$ cat src/core/pcrp_pkg.sv
// package: constants and types for the pulse counter current-value channel
package pcrp_pkg;
   localparam int unsigned count_width = 32;
   localparam logic signed [31:0] count_min = 32'sh80000000;
   localparam logic signed [31:0] count_max = 32'sh7FFFFFFF;
   localparam logic signed [31:0] count_one = 32'sh00000001;
   localparam logic signed [31:0] count_reset_value = 32'sh00000000;
   localparam logic [15:0] error_code_none = 16'h0000;
   localparam logic [15:0] error_code_overunder = 16'h0C1C; // decimal 3100
   localparam int unsigned flag_underflow_bit = 1;
   localparam int unsigned flag_overflow_bit = 2;
   localparam int unsigned half_width = 16;
   // time that a lowered count enable must stand before ring limits may change
   localparam int unsigned enable_off_ms = 2;
   localparam int unsigned clock_mhz = 200;
   localparam int unsigned enable_off_cycles = enable_off_ms * 1000 * clock_mhz * 1000 / 1000;

   typedef enum logic [1:0]
   {
      pcrp_trig_rise = 2'b00,
      pcrp_trig_fall = 2'b01,
      pcrp_trig_both = 2'b10,
      pcrp_trig_level = 2'b11
   } pcrp_trig_type;

   typedef enum logic
   {
      pcrp_linear = 1'b0,
      pcrp_ring = 1'b1
   } pcrp_ctype_type;

   // one count pulse with its direction
   typedef struct packed
   {
      logic step;
      logic down;
   } pcrp_pulse_type;

   // the three function preset requests, one-cycle pulses
   typedef struct packed
   {
      logic coincidence;
      logic disable_preset;
      logic latch_replace;
   } pcrp_fn_preset_type;

   typedef struct packed
   {
      logic signed [31:0] upper;
      logic signed [31:0] lower;
   } pcrp_limits_type;
endpackage

$ cat src/core/pcrp_channel.sv
// current-value logic of one pulse counter channel: linear/ring, presets, z phase
// Notes on behaviour
// - linear type keeps count inside the signed 32-bit range.
// - linear down count below minimum sets underflow bit 1, value stays at minimum.
// - linear up count above maximum sets overflow bit 2, value stays at maximum.
// - every preset clears both limit flags; counting resumes from preset value.
// - linear overflow or underflow raises channel error code 3100.
// - ring up count from upper limit minus one loads lower limit.
// - ring down count from lower limit loads upper limit minus one.
// - ring type never raises overflow or underflow error.
// - new ring limits apply only at rising edge of count enable.
// - z phase trigger is rising, falling, both edges, or level.
// - selected z trigger loads preset value regardless of count enable.
// - option sets sticky z seen flag on z preset; ignored for level trigger.
// - while z seen flag is set, no preset source changes the count.
// - z seen clear command clears flag and allows presets again.
// - preset value write replaces the stored preset value.
// - preset sources are z phase, program command, coincidence and two functions.
// - ring range depends on count position relative to limits at preset or enable.
// - rising edge of program preset command loads stored preset value.
`timescale 1ns/1ps
`default_nettype none
module pcrp_channel
(
   input wire logic core_clk,
   input wire logic rst_n,
   input wire pcrp_pkg::pcrp_pulse_type count_pulse,
   input wire pcrp_pkg::pcrp_ctype_type counter_type,
   input wire pcrp_pkg::pcrp_trig_type z_trigger_sel,
   input wire logic z_seen_enable,
   input wire logic zphase_in,
   input wire logic counting_allow_cmd,
   input wire logic program_preset_cmd,
   input wire logic zphase_seen_clear_cmd,
   input wire pcrp_pkg::pcrp_fn_preset_type fn_preset,
   input wire logic preset_value_write_op,
   input wire logic signed [31:0] preset_value_in,
   input wire logic ring_limits_write_op,
   input wire pcrp_pkg::pcrp_limits_type ring_limits_in,
   output logic [15:0] count_value_low_word,
   output logic [15:0] count_value_high_word,
   output logic [15:0] count_limit_flags,
   output logic zphase_preset_seen,
   output logic [15:0] channel_error_code,
   output logic channel_error
);
   // ****************************************
   // state
   // ****************************************
   logic signed [31:0] count_reg;
   logic signed [31:0] count_next;
   logic signed [31:0] preset_reg;
   pcrp_pkg::pcrp_limits_type pending_limits_reg;
   pcrp_pkg::pcrp_limits_type active_limits_reg;
   logic underflow_reg;
   logic underflow_next;
   logic overflow_reg;
   logic overflow_next;
   logic seen_reg;
   logic seen_next;
   logic error_reg;
   logic error_next;
   // ring span chosen at preset or enable: inside the limits, or the outer wrap
   logic ring_outer_reg;
   logic ring_outer_next;
   logic [15:0] flags_next;
   logic [15:0] code_next;

   // ****************************************
   // edge detection
   // ****************************************
   logic z_rise;
   logic z_fall;
   logic z_level;
   logic prog_rise;
   logic allow_rise;
   logic allow_level;

   pcrp_edge z_edge
   (
      .core_clk(core_clk),
      .rst_n(rst_n),
      .level_in(zphase_in),
      .rise(z_rise),
      .fall(z_fall),
      .level_q(z_level)
   );

   pcrp_edge prog_edge
   (
      .core_clk(core_clk),
      .rst_n(rst_n),
      .level_in(program_preset_cmd),
      .rise(prog_rise),
      .fall(),
      .level_q()
   );

   pcrp_edge allow_edge
   (
      .core_clk(core_clk),
      .rst_n(rst_n),
      .level_in(counting_allow_cmd),
      .rise(allow_rise),
      .fall(),
      .level_q(allow_level)
   );

   // ****************************************
   // preset decode
   // ****************************************
   wire is_level_trig = (z_trigger_sel == pcrp_pkg::pcrp_trig_level);
   wire z_hit = (z_trigger_sel == pcrp_pkg::pcrp_trig_rise) ? z_rise :
                (z_trigger_sel == pcrp_pkg::pcrp_trig_fall) ? z_fall :
                (z_trigger_sel == pcrp_pkg::pcrp_trig_both) ? (z_rise | z_fall) :
                zphase_in;
   wire fn_any = fn_preset.coincidence | fn_preset.disable_preset | fn_preset.latch_replace;
   wire preset_req = z_hit | prog_rise | fn_any;
   wire preset_do = preset_req & ~seen_reg;
   wire z_sets_seen = z_hit & ~seen_reg & z_seen_enable & ~is_level_trig;

   // limits taken at enable rising edge; the new span decision uses them
   pcrp_pkg::pcrp_limits_type lim;
   assign lim = allow_rise ? pending_limits_reg : active_limits_reg;
   wire signed [31:0] upper_m1 = lim.upper - pcrp_pkg::count_one;
   wire signed [31:0] base_val = preset_do ? preset_reg : count_reg;
   // outer span when the value lies outside [lower, upper-1]
   wire outside_now = (base_val < lim.lower) || (base_val > upper_m1);
   wire take_span = preset_do | allow_rise;

   // ****************************************
   // counting
   // ****************************************
   wire step_ok = count_pulse.step & allow_level & counting_allow_cmd;
   wire is_ring = (counter_type == pcrp_pkg::pcrp_ring);
   wire at_max = (count_reg == pcrp_pkg::count_max);
   wire at_min = (count_reg == pcrp_pkg::count_min);
   wire signed [31:0] inc_val = count_reg + pcrp_pkg::count_one;
   wire signed [31:0] dec_val = count_reg - pcrp_pkg::count_one;
   // inner span wraps at the limits; outer span wraps the other way round them
   wire ring_up_wrap = ring_outer_reg ? (count_reg == lim.lower - pcrp_pkg::count_one)
                                      : (count_reg == upper_m1);
   wire ring_dn_wrap = ring_outer_reg ? (count_reg == lim.upper) : (count_reg == lim.lower);
   wire signed [31:0] ring_up_val = ring_outer_reg ? lim.upper : lim.lower;
   wire signed [31:0] ring_dn_val = ring_outer_reg ? (lim.lower - pcrp_pkg::count_one)
                                                   : upper_m1;

   always_comb
   begin
      count_next = count_reg;
      underflow_next = underflow_reg;
      overflow_next = overflow_reg;
      error_next = error_reg;
      // a preset in the same cycle as a step wins; the step is lost
      if (preset_do)
      begin
         count_next = preset_reg;
         underflow_next = 1'b0;
         overflow_next = 1'b0;
      end
      else if (step_ok && is_ring)
      begin
         if (!count_pulse.down)
            count_next = ring_up_wrap ? ring_up_val : inc_val;
         else
            count_next = ring_dn_wrap ? ring_dn_val : dec_val;
      end
      else if (step_ok)
      begin
         if (!count_pulse.down)
         begin
            if (at_max)
            begin
               overflow_next = 1'b1;
               error_next = 1'b1;
            end
            else
               count_next = inc_val;
         end
         else
         begin
            if (at_min)
            begin
               underflow_next = 1'b1;
               error_next = 1'b1;
            end
            else
               count_next = dec_val;
         end
      end
   end

   // span choice holds from one preset or enable edge to the next
   always_comb
   begin
      ring_outer_next = ring_outer_reg;
      if (take_span)
         ring_outer_next = outside_now;
   end

   always_comb
   begin
      seen_next = seen_reg;
      // clear first; a same-cycle z detection sets the flag only if it was clear before
      if (zphase_seen_clear_cmd)
         seen_next = 1'b0;
      if (z_sets_seen)
         seen_next = 1'b1;
   end

   // ****************************************
   // status words
   // ****************************************
   always_comb
   begin
      flags_next = '0;
      flags_next[pcrp_pkg::flag_underflow_bit] = underflow_next;
      flags_next[pcrp_pkg::flag_overflow_bit] = overflow_next;
   end
   // error stays sticky: only reset clears it, a preset does not
   assign code_next = error_next ? pcrp_pkg::error_code_overunder
                                 : pcrp_pkg::error_code_none;

   // ****************************************
   // registers
   // ****************************************
   always_ff @(posedge core_clk or negedge rst_n)
   begin
      if (!rst_n)
      begin
         count_reg <= pcrp_pkg::count_reset_value;
         underflow_reg <= 1'b0;
         overflow_reg <= 1'b0;
         seen_reg <= 1'b0;
         error_reg <= 1'b0;
         ring_outer_reg <= 1'b0;
      end
      else
      begin
         count_reg <= count_next;
         underflow_reg <= underflow_next;
         overflow_reg <= overflow_next;
         seen_reg <= seen_next;
         error_reg <= error_next;
         ring_outer_reg <= ring_outer_next;
      end
   end

   // ****************************************
   // stored preset value and ring limits
   // ****************************************
   // limits wait in a pending copy so a write cannot disturb a running ring
   always_ff @(posedge core_clk or negedge rst_n)
   begin
      if (!rst_n)
      begin
         preset_reg <= pcrp_pkg::count_reset_value;
         pending_limits_reg <= '0;
         active_limits_reg <= '0;
      end
      else
      begin
         if (preset_value_write_op)
            preset_reg <= preset_value_in;
         if (ring_limits_write_op)
            pending_limits_reg <= ring_limits_in;
         if (allow_rise)
            active_limits_reg <= pending_limits_reg;
      end
   end

   // ****************************************
   // outputs, all registered
   // ****************************************
   always_ff @(posedge core_clk or negedge rst_n)
   begin
      if (!rst_n)
      begin
         count_value_low_word <= 16'h0000;
         count_value_high_word <= 16'h0000;
         count_limit_flags <= 16'h0000;
         zphase_preset_seen <= 1'b0;
         channel_error_code <= pcrp_pkg::error_code_none;
         channel_error <= 1'b0;
      end
      else
      begin
         count_value_low_word <= count_next[pcrp_pkg::half_width-1:0];
         count_value_high_word <= count_next[pcrp_pkg::count_width-1:pcrp_pkg::half_width];
         count_limit_flags <= flags_next;
         zphase_preset_seen <= seen_next;
         channel_error <= error_next;
         channel_error_code <= code_next;
      end
   end
endmodule
`default_nettype wire

$ cat src/core/pcrp_edge.sv
// rising and falling edge detector for a synchronous level
`timescale 1ns/1ps
`default_nettype none
module pcrp_edge
(
   input wire logic core_clk,
   input wire logic rst_n,
   input wire logic level_in,
   output logic rise,
   output logic fall,
   output logic level_q
);
   always_ff @(posedge core_clk or negedge rst_n)
   begin
      if (!rst_n)
         level_q <= 1'b0;
      else
         level_q <= level_in;
   end
   assign rise = level_in & ~level_q;
   assign fall = ~level_in & level_q;
endmodule
`default_nettype wire

$ cat config.mk
export PLATFORM = sky130hd
export DESIGN_NAME = pcrp_channel
export DESIGN_NICKNAME = d
export VERILOG_FILES = /design/src/core/pcrp_pkg.sv /design/src/core/pcrp_channel.sv /design/src/core/pcrp_edge.sv
export SDC_FILE = /design/constraint.sdc
export NUM_CORES = 1
export LEC_CHECK = 0
export BUFFER_PORTS_ARGS = -buffer_cell sky130_fd_sc_hd__buf_2
export CAP_MARGIN = 15
export CORE_UTILIZATION = 50
export DETAILED_ROUTE_END_ITERATION = 8
export PLACE_DENSITY = 0.73
export SLEW_MARGIN = 30
export SYNTH_ARGS = -nofsm -noshare
export SYNTH_HDL_FRONTEND = slang
export SYNTH_HIERARCHICAL = 1
export SYNTH_SLANG_ARGS = --single-unit
$ cat constraint.sdc
create_clock -name core_clk -period 8.8 [get_ports core_clk]
set_input_delay 1.76 -clock core_clk [delete_from_list [all_inputs] [get_ports core_clk]]
set_output_delay 1.76 -clock core_clk [all_outputs]
set_load 0.1 [all_outputs]
==> results of run 1 <==
layout make-up:
cell class	instances	area share
Inverter	73	0.0150
Timing Repair Buffer	180	0.0555
Sequential cell	200	0.274
Tap cell	442	0.0303
Clock inverter	14	0.0108
Multi-Input combinational cell	1422	0.590
Clock buffer	18	0.0241
report_power, final:
group	switching (mW)	leakage (nW)	total (mW)	internal (mW)
registers	0.231	2.35	1.28	1.05
logic	1.35	5.08	2.08	0.722
clock network	0.428	0.312	0.874	0.446
through the flow:
| step | cell area [um^2] | std cells | utilization |
|---|---|---|---|
| 2_1_floorplan | 16800 | 1840 | - |
| 3_3_place_gp | 17600 | 2316 | 0.537 |
| 3_5_place_dp | 17600 | 2317 | 0.538 |
| 4_1_cts | 18200 | 2349 | 0.558 |
| 5_1_grt | 18300 | 2349 | 0.558 |
| 6_report | 18300 | 2349 | 0.558 |
worst max-delay path: stages:
cell and delay, ns:
buf_2 0.10, nor2b_4 0.67, mux2_2 0.44, inv_1 0.06, ha_1 0.20, nor4b_2 0.42, o21ai_0 0.19, or4_1 0.70
or4_1 0.51, a21oi_1 0.30, o21ai_0 0.21, a2111oi_2 0.39, nand4_1 0.66, o41ai_1 0.63, a21o_1 0.13, a221o_1 0.12
path summary, 6_finish.rpt:
kind                                            end  slack (ns)  cells after the start
setup reg to reg           count_value_high_word[1]        2.70                     15
max in group asynchronous    pending_limits_reg[32]        6.22                      2
setup / recovery           count_value_high_word[1]        1.69                     16
hold reg to reg              pending_limits_reg[61]        0.51                      1
hold / removal               pending_limits_reg[61]        0.51                      1
min in group asynchronous  count_value_high_word[3]        1.28                      1
metal layers:
| metal | GRT usage | share of wire | up-vias |
|---|---|---|---|
| met2 | 0.574 | 0.47 | 822 |
| li1 | - | - | 6802 |
| met1 | 0.442 | 0.40 | 7340 |
| met3 | 0.0597 | 0.077 | 174 |
| met5 | 0 | 0 | - |
| met4 | 0.199 | 0.058 | 0 |
==> reports/qor.yml, run 1 <==
status:
  status: "completed"
detailed_routing:
  vias_per_cell: 6.44
  dr.pass1.iters: 5
  drt_iter0_markers: 1654
  vias: 15100
  drc_errors: 0
  wirelength_mm: 58.6
  wl_per_cell_um: 25.0
  ant_nets: 0
cells_and_area:
  regArea_mm2: 0.00501
  drive_gt1_frac: 0.212
  final_cell_mix: "dfrtp_1, nand2_1, buf_2"
  nFillCells: 3027
  finalNetCount: 2074
  areaGrowthSynthToFinish_pct: 9.49
  diodes: 0
  layout_commonest_cell: "dfrtp_1"
  multiInputGateArea_mm2: 0.0108
worst_setup_path:
  startpoint: "counting_allow_cmd"
  cp.arrival_ns: 7.54
  cp-start-kind: "input port"
  criticalPathCategory: "in -> reg"
  required_ns: 9.22
  cp-end-kind: "flop"
  critPathMaxFanout: 24
  reg2reg_from: "allow_edge/level_q"
floorplan:
  initial_core_util: 0.510
  io_pins: 179
  die_h_um: 185
  die_area_mm2: 0.0341
  num_rows: 66
  die_width_um: 185
  coreArea_mm2: 0.0327
clocking:
  clk_pin_slew_ns: 0.10
  cts_resized: 0
  h-tree-depth: 4
  cts_tree: "built"
  cts-hold-fix-buffers: 0
  cts_buffers: 17
  clock_path_buffers: 2
  cts_setup_buffers: 0
  root_buffer: "clkbuf_16"
  clock_latency_ns: 0.48
  clock-sinks: 200
timing:
  slew_violations: 0
  fin_ws_ns: 1.69
  max-slew-margin-rel: 0.279
  finalHoldViolCount: 0
  tns_ns: 0
  fin_crit_sh: 0.808
  fmax_mhz: 141
  skew_ns: 0.0221
  holdWs_ns: 0.509
  worst_pin_slew_ns: 1.07
  grt_setup_unrepaired: "no"
  period_minus_slack_ns: 7.11
  setup_violations: 0
global_route:
  grt_pass1_vias: 14700
  antenna_found_initial: 0
  grt_max_degree: 72
  grt-ovfl-total: 0
  grt_pass1_wl_mm: 89.0
  grt_util_all_layers: 0.353
pwr:
  powerDensity_mw_per_mm2: 232
  vdd_ir_drop_max_mv: 0.161
  p_leak_nw: 7.74
  finalPower_mw: 4.23
min_path:
  hold_start: "pending_limits_reg[61]"
  hold_class: "reg -> reg"
placement:
  dp_slack_ns: 1.27
  dp_hpwl_mm: 44.7
  numPortBuffers: 153
  gp_congestion: 1.03
synth:
  syn_inst: 1816
  synth_warnings: 6
  synth_area_mm2: 0.0167
  syn-mean-instance-area_um2: 9.18
run:
  cap_violations: 0
(Power assumes the default switching activity.)
==> run 2: changes to the inputs <==
--- a/config.mk
+++ b/config.mk
@@ -9,7 +9,7 @@
 export CAP_MARGIN = 15
 export CORE_UTILIZATION = 50
 export DETAILED_ROUTE_END_ITERATION = 8
-export PLACE_DENSITY = 0.73
+export PLACE_DENSITY = 0.75
 export SLEW_MARGIN = 30
 export SYNTH_ARGS = -nofsm -noshare
 export SYNTH_HDL_FRONTEND = slang
==> constraint.sdc (replaced) <==
create_clock -name core_clk -period 6.3 [get_ports core_clk]
set_input_delay 1.26 -clock core_clk [delete_from_list [all_inputs] [get_ports core_clk]]
set_output_delay 1.26 -clock core_clk [all_outputs]
set_load 0.1 [all_outputs]
==> run 2 against run 1 <==
Net effect:
- critical path depth is 1 higher
- via count is 1.6% higher
- worst hold slack improved by 0.00054 ns
- cell count rose by 3.2%
- clock skew about the same
- sequential power increased by 42%
- sequential share of layout area is 0.86 points lower
- design area increased by 3.2%
- sequential cell count unchanged
- critical path type unchanged
- power up 39%
- global-route usage fell by 0.45 points
- die area did not move
==> reports/qor.yml, run 2 (synthesized netlist as in run 1, its figures left out) <==
status:
  status: "completed"
clocking:
  clock_path_buffers: 2
  cts_tree: "built"
  root_buffer: "clkbuf_16"
  clk_pin_slew_ns: 0.08
  cts_setup_buffers: 0
  cts_buffers: 17
  clock_latency_ns: 0.49
  h-tree-depth: 4
  clock-sinks: 200
placement:
  placed_cell_area_mm2: 0.0183
  dp_hpwl_mm: 44.7
  numPortBuffers: 153
  gp_congestion: 0.974
worst_setup_path:
  cp.arrival_ns: 6.15
  required_ns: 6.68
  startpoint: "counting_allow_cmd"
  cp-end-kind: "flop"
  critPathMaxFanout: 20
  reg2reg_from: "allow_edge/level_q"
  cp-start-kind: "input port"
  criticalPathCategory: "in -> reg"
  reg2reg_slack_ns: 0.99
  timing.rr.end: "count_value_low_word[8]"
  r2r_cells: 16
  crit_end: "count_value_low_word[8]"
detailed_routing:
  wirelength_mm: 58.8
  wl_per_cell_um: 24.2
  drc_errors: 0
  vias: 15400
  dr.pass1.iters: 8
  ant_nets: 0
  vias_per_cell: 6.35
  drt_iter0_markers: 1697
pwr:
  p_leak_nw: 8.12
  vdd_ir_drop_max_mv: 0.249
  finalPower_mw: 5.87
  powerDensity_mw_per_mm2: 312
cells_and_area:
  final_cell_mix: "dfrtp_1, nand2_1, buf_2"
  areaGrowthSynthToFinish_pct: 13.0
  design_area_mm2: 0.0188
  utilization: 0.576
  nFillCells: 2939
  diodes: 0
  layout_commonest_cell: "dfrtp_1"
  drive_gt1_frac: 0.241
  finalNetCount: 2149
min_path:
  hold_class: "reg -> reg"
timing:
  skew_ns: 0.0216
  grt_setup_unrepaired: "no"
  fin_crit_sh: 0.916
  setup_violations: 0
  worst_pin_slew_ns: 0.968
  tns_ns: 0
  slew_violations: 0
  max-slew-margin-rel: 0.350
  period_minus_slack_ns: 5.77
  holdWs_ns: 0.510
  fmax_mhz: 173
  finalHoldViolCount: 0
floorplan:
  io_pins: 179
  initial_core_util: 0.510
  die_width_um: 185
  num_rows: 66
  coreArea_mm2: 0.0327
  die_area_mm2: 0.0341
  die_h_um: 185
global_route:
  grt_util_all_layers: 0.348
  grt-ovfl-total: 0
  antenna_found_initial: 0
  grt_pass1_wl_mm: 88.1
  grt_max_degree: 92
  grt_pass1_vias: 14900
run:
  cap_violations: 0
[run 2: how the worst min path moves through the flow]
stage | from | cells past startpoint | end | slack [ns]
3_3_place_gp | preset_reg[14] | 1 | preset_reg[14] | 0.49
2_1_floorplan | count_limit_flags[2] | 2 | count_limit_flags[2] | 0.46
3_5_place_dp | pending_limits_reg[62] | 1 | pending_limits_reg[62] | 0.50
6_report | pending_limits_reg[62] | 1 | pending_limits_reg[62] | 0.51
5_1_grt | preset_reg[14] | 1 | preset_reg[14] | 0.54
4_1_cts | pending_limits_reg[62] | 1 | pending_limits_reg[62] | 0.51
[run 2: power breakdown]
part	total [mW]	internal [mW]	switching [mW]
Clock	1.13	0.532	0.600
Combinational	2.92	1.06	1.86
Sequential	1.82	1.47	0.348
[run 2: metrics by stage]
step,cells,worst slack [ns]
after floorplan,1840,0.0291
after global placement,2390,0.00743
after detailed placement,2391,-0.0984
after CTS,2423,0.349
after global routing,2424,0.217
final,2424,0.528
[run 2: repair_timing]
action | 4_1_cts | 5_1_grt
gates resized for setup | 0 | 0
hold buffers | 0 | 0
setup endpoints to repair | 0 | 1
hold endpoints to repair | 0 | 0
[run 2: worst max-delay path, cell delays in order]
cell and delay, ns:
buf_2 0.16, nor2b_4 0.52, buf_4 0.36, nor3b_1 0.41, o211ai_2 0.28, a2111oi_4 0.44
buf_12 0.19, o211ai_1 0.11, a2111oi_0 0.67, buf_4 0.21, o32ai_1 0.12, nor4_1 0.35
and4_1 0.31, nand2_4 0.09, buf_12 0.17, mux2_2 0.27, o2111ai_1 0.18
[run 2: per-layer routing]
| metal | wire (um) | GRT usage | vias up |
|---|---|---|---|
| met4 | 3570 | 0.201 | 0 |
| met2 | 27200 | 0.563 | 836 |
| met3 | 4720 | 0.0656 | 184 |
| li1 | - | - | 6955 |
| met5 | 0 | 0 | - |
| met1 | 23300 | 0.433 | 7406 |
[run 2: cell type report]
type                            instances  area [um^2]  share of cell area
Sequential cell                       200         5010               0.266
Clock inverter                         14          156             0.00830
Clock buffer                           18          429              0.0228
Tap cell                              442          553              0.0293
Timing Repair Buffer                  254         1640              0.0870
Multi-Input combinational cell       1423        10800               0.572
Inverter                               73          274              0.0145
==> run 3: changes to the inputs <==
==> constraint.sdc (replaced) <==
create_clock -name core_clk -period 6.3 [get_ports core_clk]
set_input_delay 1.575 -clock core_clk [delete_from_list [all_inputs] [get_ports core_clk]]
set_output_delay 1.575 -clock core_clk [all_outputs]
set_load 0.1 [all_outputs]
==> run 3 against run 2 <==
Net effect:
- largest cell class unchanged
- cell count down 0.37%
- sequential cell count unchanged
- first-iteration DRC count up 0.53%
- critical path type unchanged
- critical endpoint is now count_value_high_word[11]
- worst hold slack worse by 0.0049 ns
- combinational power about the same
- via count up 0.96%
- register-to-register slack better by 0.14 ns
==> reports/qor.yml, run 3 (synthesized netlist as in run 1, its figures left out) <==
timing:
  worst_pin_slew_ns: 0.934
  period_minus_slack_ns: 5.96
  max-slew-margin-rel: 0.375
  fmax_mhz: 168
  slew_violations: 0
  tns_ns: 0
  setup_violations: 0
  skew_ns: 0.0180
  grt_setup_unrepaired: "no"
  fin_crit_sh: 0.947
  finalHoldViolCount: 0
cells_and_area:
  design_area_mm2: 0.0188
  areaGrowthSynthToFinish_pct: 13.0
  final_cell_mix: "dfrtp_1, nand2_1, buf_2"
  nFillCells: 3004
  final_cells: 2415
  multiInputGateArea_mm2: 0.0108
  finalNetCount: 2140
  layout_commonest_cell: "dfrtp_1"
  diodes: 0
  drive_gt1_frac: 0.239
  regArea_mm2: 0.00501
pwr:
  powerDensity_mw_per_mm2: 315
  vdd_ir_drop_max_mv: 0.241
  p_leak_nw: 8.08
floorplan:
  die_width_um: 185
  coreArea_mm2: 0.0327
  num_rows: 66
  die_area_mm2: 0.0341
  io_pins: 179
  die_h_um: 185
  initial_core_util: 0.510
worst_setup_path:
  slowest_stage: "or4b_1"
  cp-start-kind: "input port"
  path_cells: "buf_2 > nor2b_4 > buf_12 > buf_12 > or4b_1 > a222oi_1 > buf_4 > nand4_1 > o311a_1 > or4b_1 > xnor2_1 > nor4_2 > or4b_1 > buf_4 > o21ai_0 > o21ai_0 > o21ai_0"
  reg2reg_slack_ns: 1.13
  cp-end-kind: "flop"
  cp.arrival_ns: 6.35
  required_ns: 6.69
  max_stage_delay_ns: 0.60
  timing.rr.end: "count_value_high_word[11]"
  crit_end: "count_value_high_word[11]"
  critical_path_depth: 17
  reg2reg_from: "allow_edge/level_q"
  critPathMaxFanout: 27
  criticalPathCategory: "in -> reg"
  crit_family: "simple AND/OR/NAND/NOR gates"
  path_buf_inv: 5
  startpoint: "counting_allow_cmd"
  r2r_cells: 16
clocking:
  cts_buffers: 17
  clock_latency_ns: 0.47
  cts-hold-fix-buffers: 0
  cts_tree: "built"
  root_buffer: "clkbuf_16"
  clock_path_buffers: 2
  cts_setup_buffers: 0
  h-tree-depth: 4
  clock-sinks: 200
  clk_pin_slew_ns: 0.08
  cts_resized: 0
global_route:
  grt_max_degree: 114
  grt-ovfl-total: 0
  grt_util_all_layers: 0.347
  grt_pass1_vias: 14800
  antenna_found_initial: 0
  grt_pass1_wl_mm: 87.8
detailed_routing:
  drt_iter0_markers: 1706
  vias: 15500
  wl_per_cell_um: 24.0
  ant_nets: 0
  drc_errors: 0
  vias_per_cell: 6.43
  wirelength_mm: 57.9
  dr.pass1.iters: 6
placement:
  dp_hpwl_mm: 43.9
  gp_congestion: 1.04
  placed_cell_area_mm2: 0.0182
  numPortBuffers: 153
  place_inst: 2382
run:
  cap_violations: 0
min_path:
  hold_class: "reg -> reg"
status:
  status: "completed"
## run 3: cell type report
type	instances	share of cell area
inverter	73	0.0145
timing repair buffer	246	0.0833
multi-input combinational	1422	0.574
clock inverter	15	0.0109
sequential	200	0.266
tap	442	0.0294
clock buffer	17	0.0226
## run 3: how the worst min path moves through the flow
stage / from / to / slack [ns] / depth (start not counted)
3_3_place_gp: pending_limits_reg[63] / pending_limits_reg[63] / 0.49 / 1
6_report: count_limit_flags[1] / count_limit_flags[1] / 0.50 / 2
5_1_grt: preset_reg[6] / preset_reg[6] / 0.53 / 1
3_5_place_dp: count_limit_flags[1] / count_limit_flags[1] / 0.49 / 2
4_1_cts: count_limit_flags[1] / count_limit_flags[1] / 0.51 / 2
2_1_floorplan: count_limit_flags[2] / count_limit_flags[2] / 0.46 / 2
## run 3: metrics by stage
stage          setup slack (ns)   util  hold WS [ns]  total power [mW]
2_1_floorplan            -0.113      -         0.464              3.81
5_1_grt                   0.153  0.576         0.532              6.21
4_1_cts                   0.518  0.575         0.508              5.88
3_5_place_dp             0.0770  0.556         0.490              4.66
3_3_place_gp             0.0938  0.556         0.492              4.63
6_report                  0.336  0.576         0.505              5.94
## run 3: metal layers
metal,global-route usage,share of wire,vias to the layer above
met5,0,0,-
met4,0.194,0.060,0
met3,0.0571,0.078,190
met2,0.561,0.46,887
met1,0.439,0.40,7526
li1,-,-,6926
## run 3: worst register-to-register path, cell delays in order (launching register included)
cell	delay (ns)
dfrtp_1	0.42
nor2b_4	0.14
buf_12	0.18
buf_12	0.22
or4b_1	0.52
a222oi_1	0.44
buf_4	0.20
nand4_1	0.13
o311a_1	0.34
or4b_1	0.60
xnor2_1	0.17
nor4_2	0.33
or4b_1	0.46
buf_4	0.21
o21ai_0	0.32
o21ai_0	0.21
o21ai_0	0.19
## run 3: report_power, final
part,switching [mW],internal (mW)
Clock,0.600,0.612
Sequential,0.347,1.47
Combinational,1.85,1.06
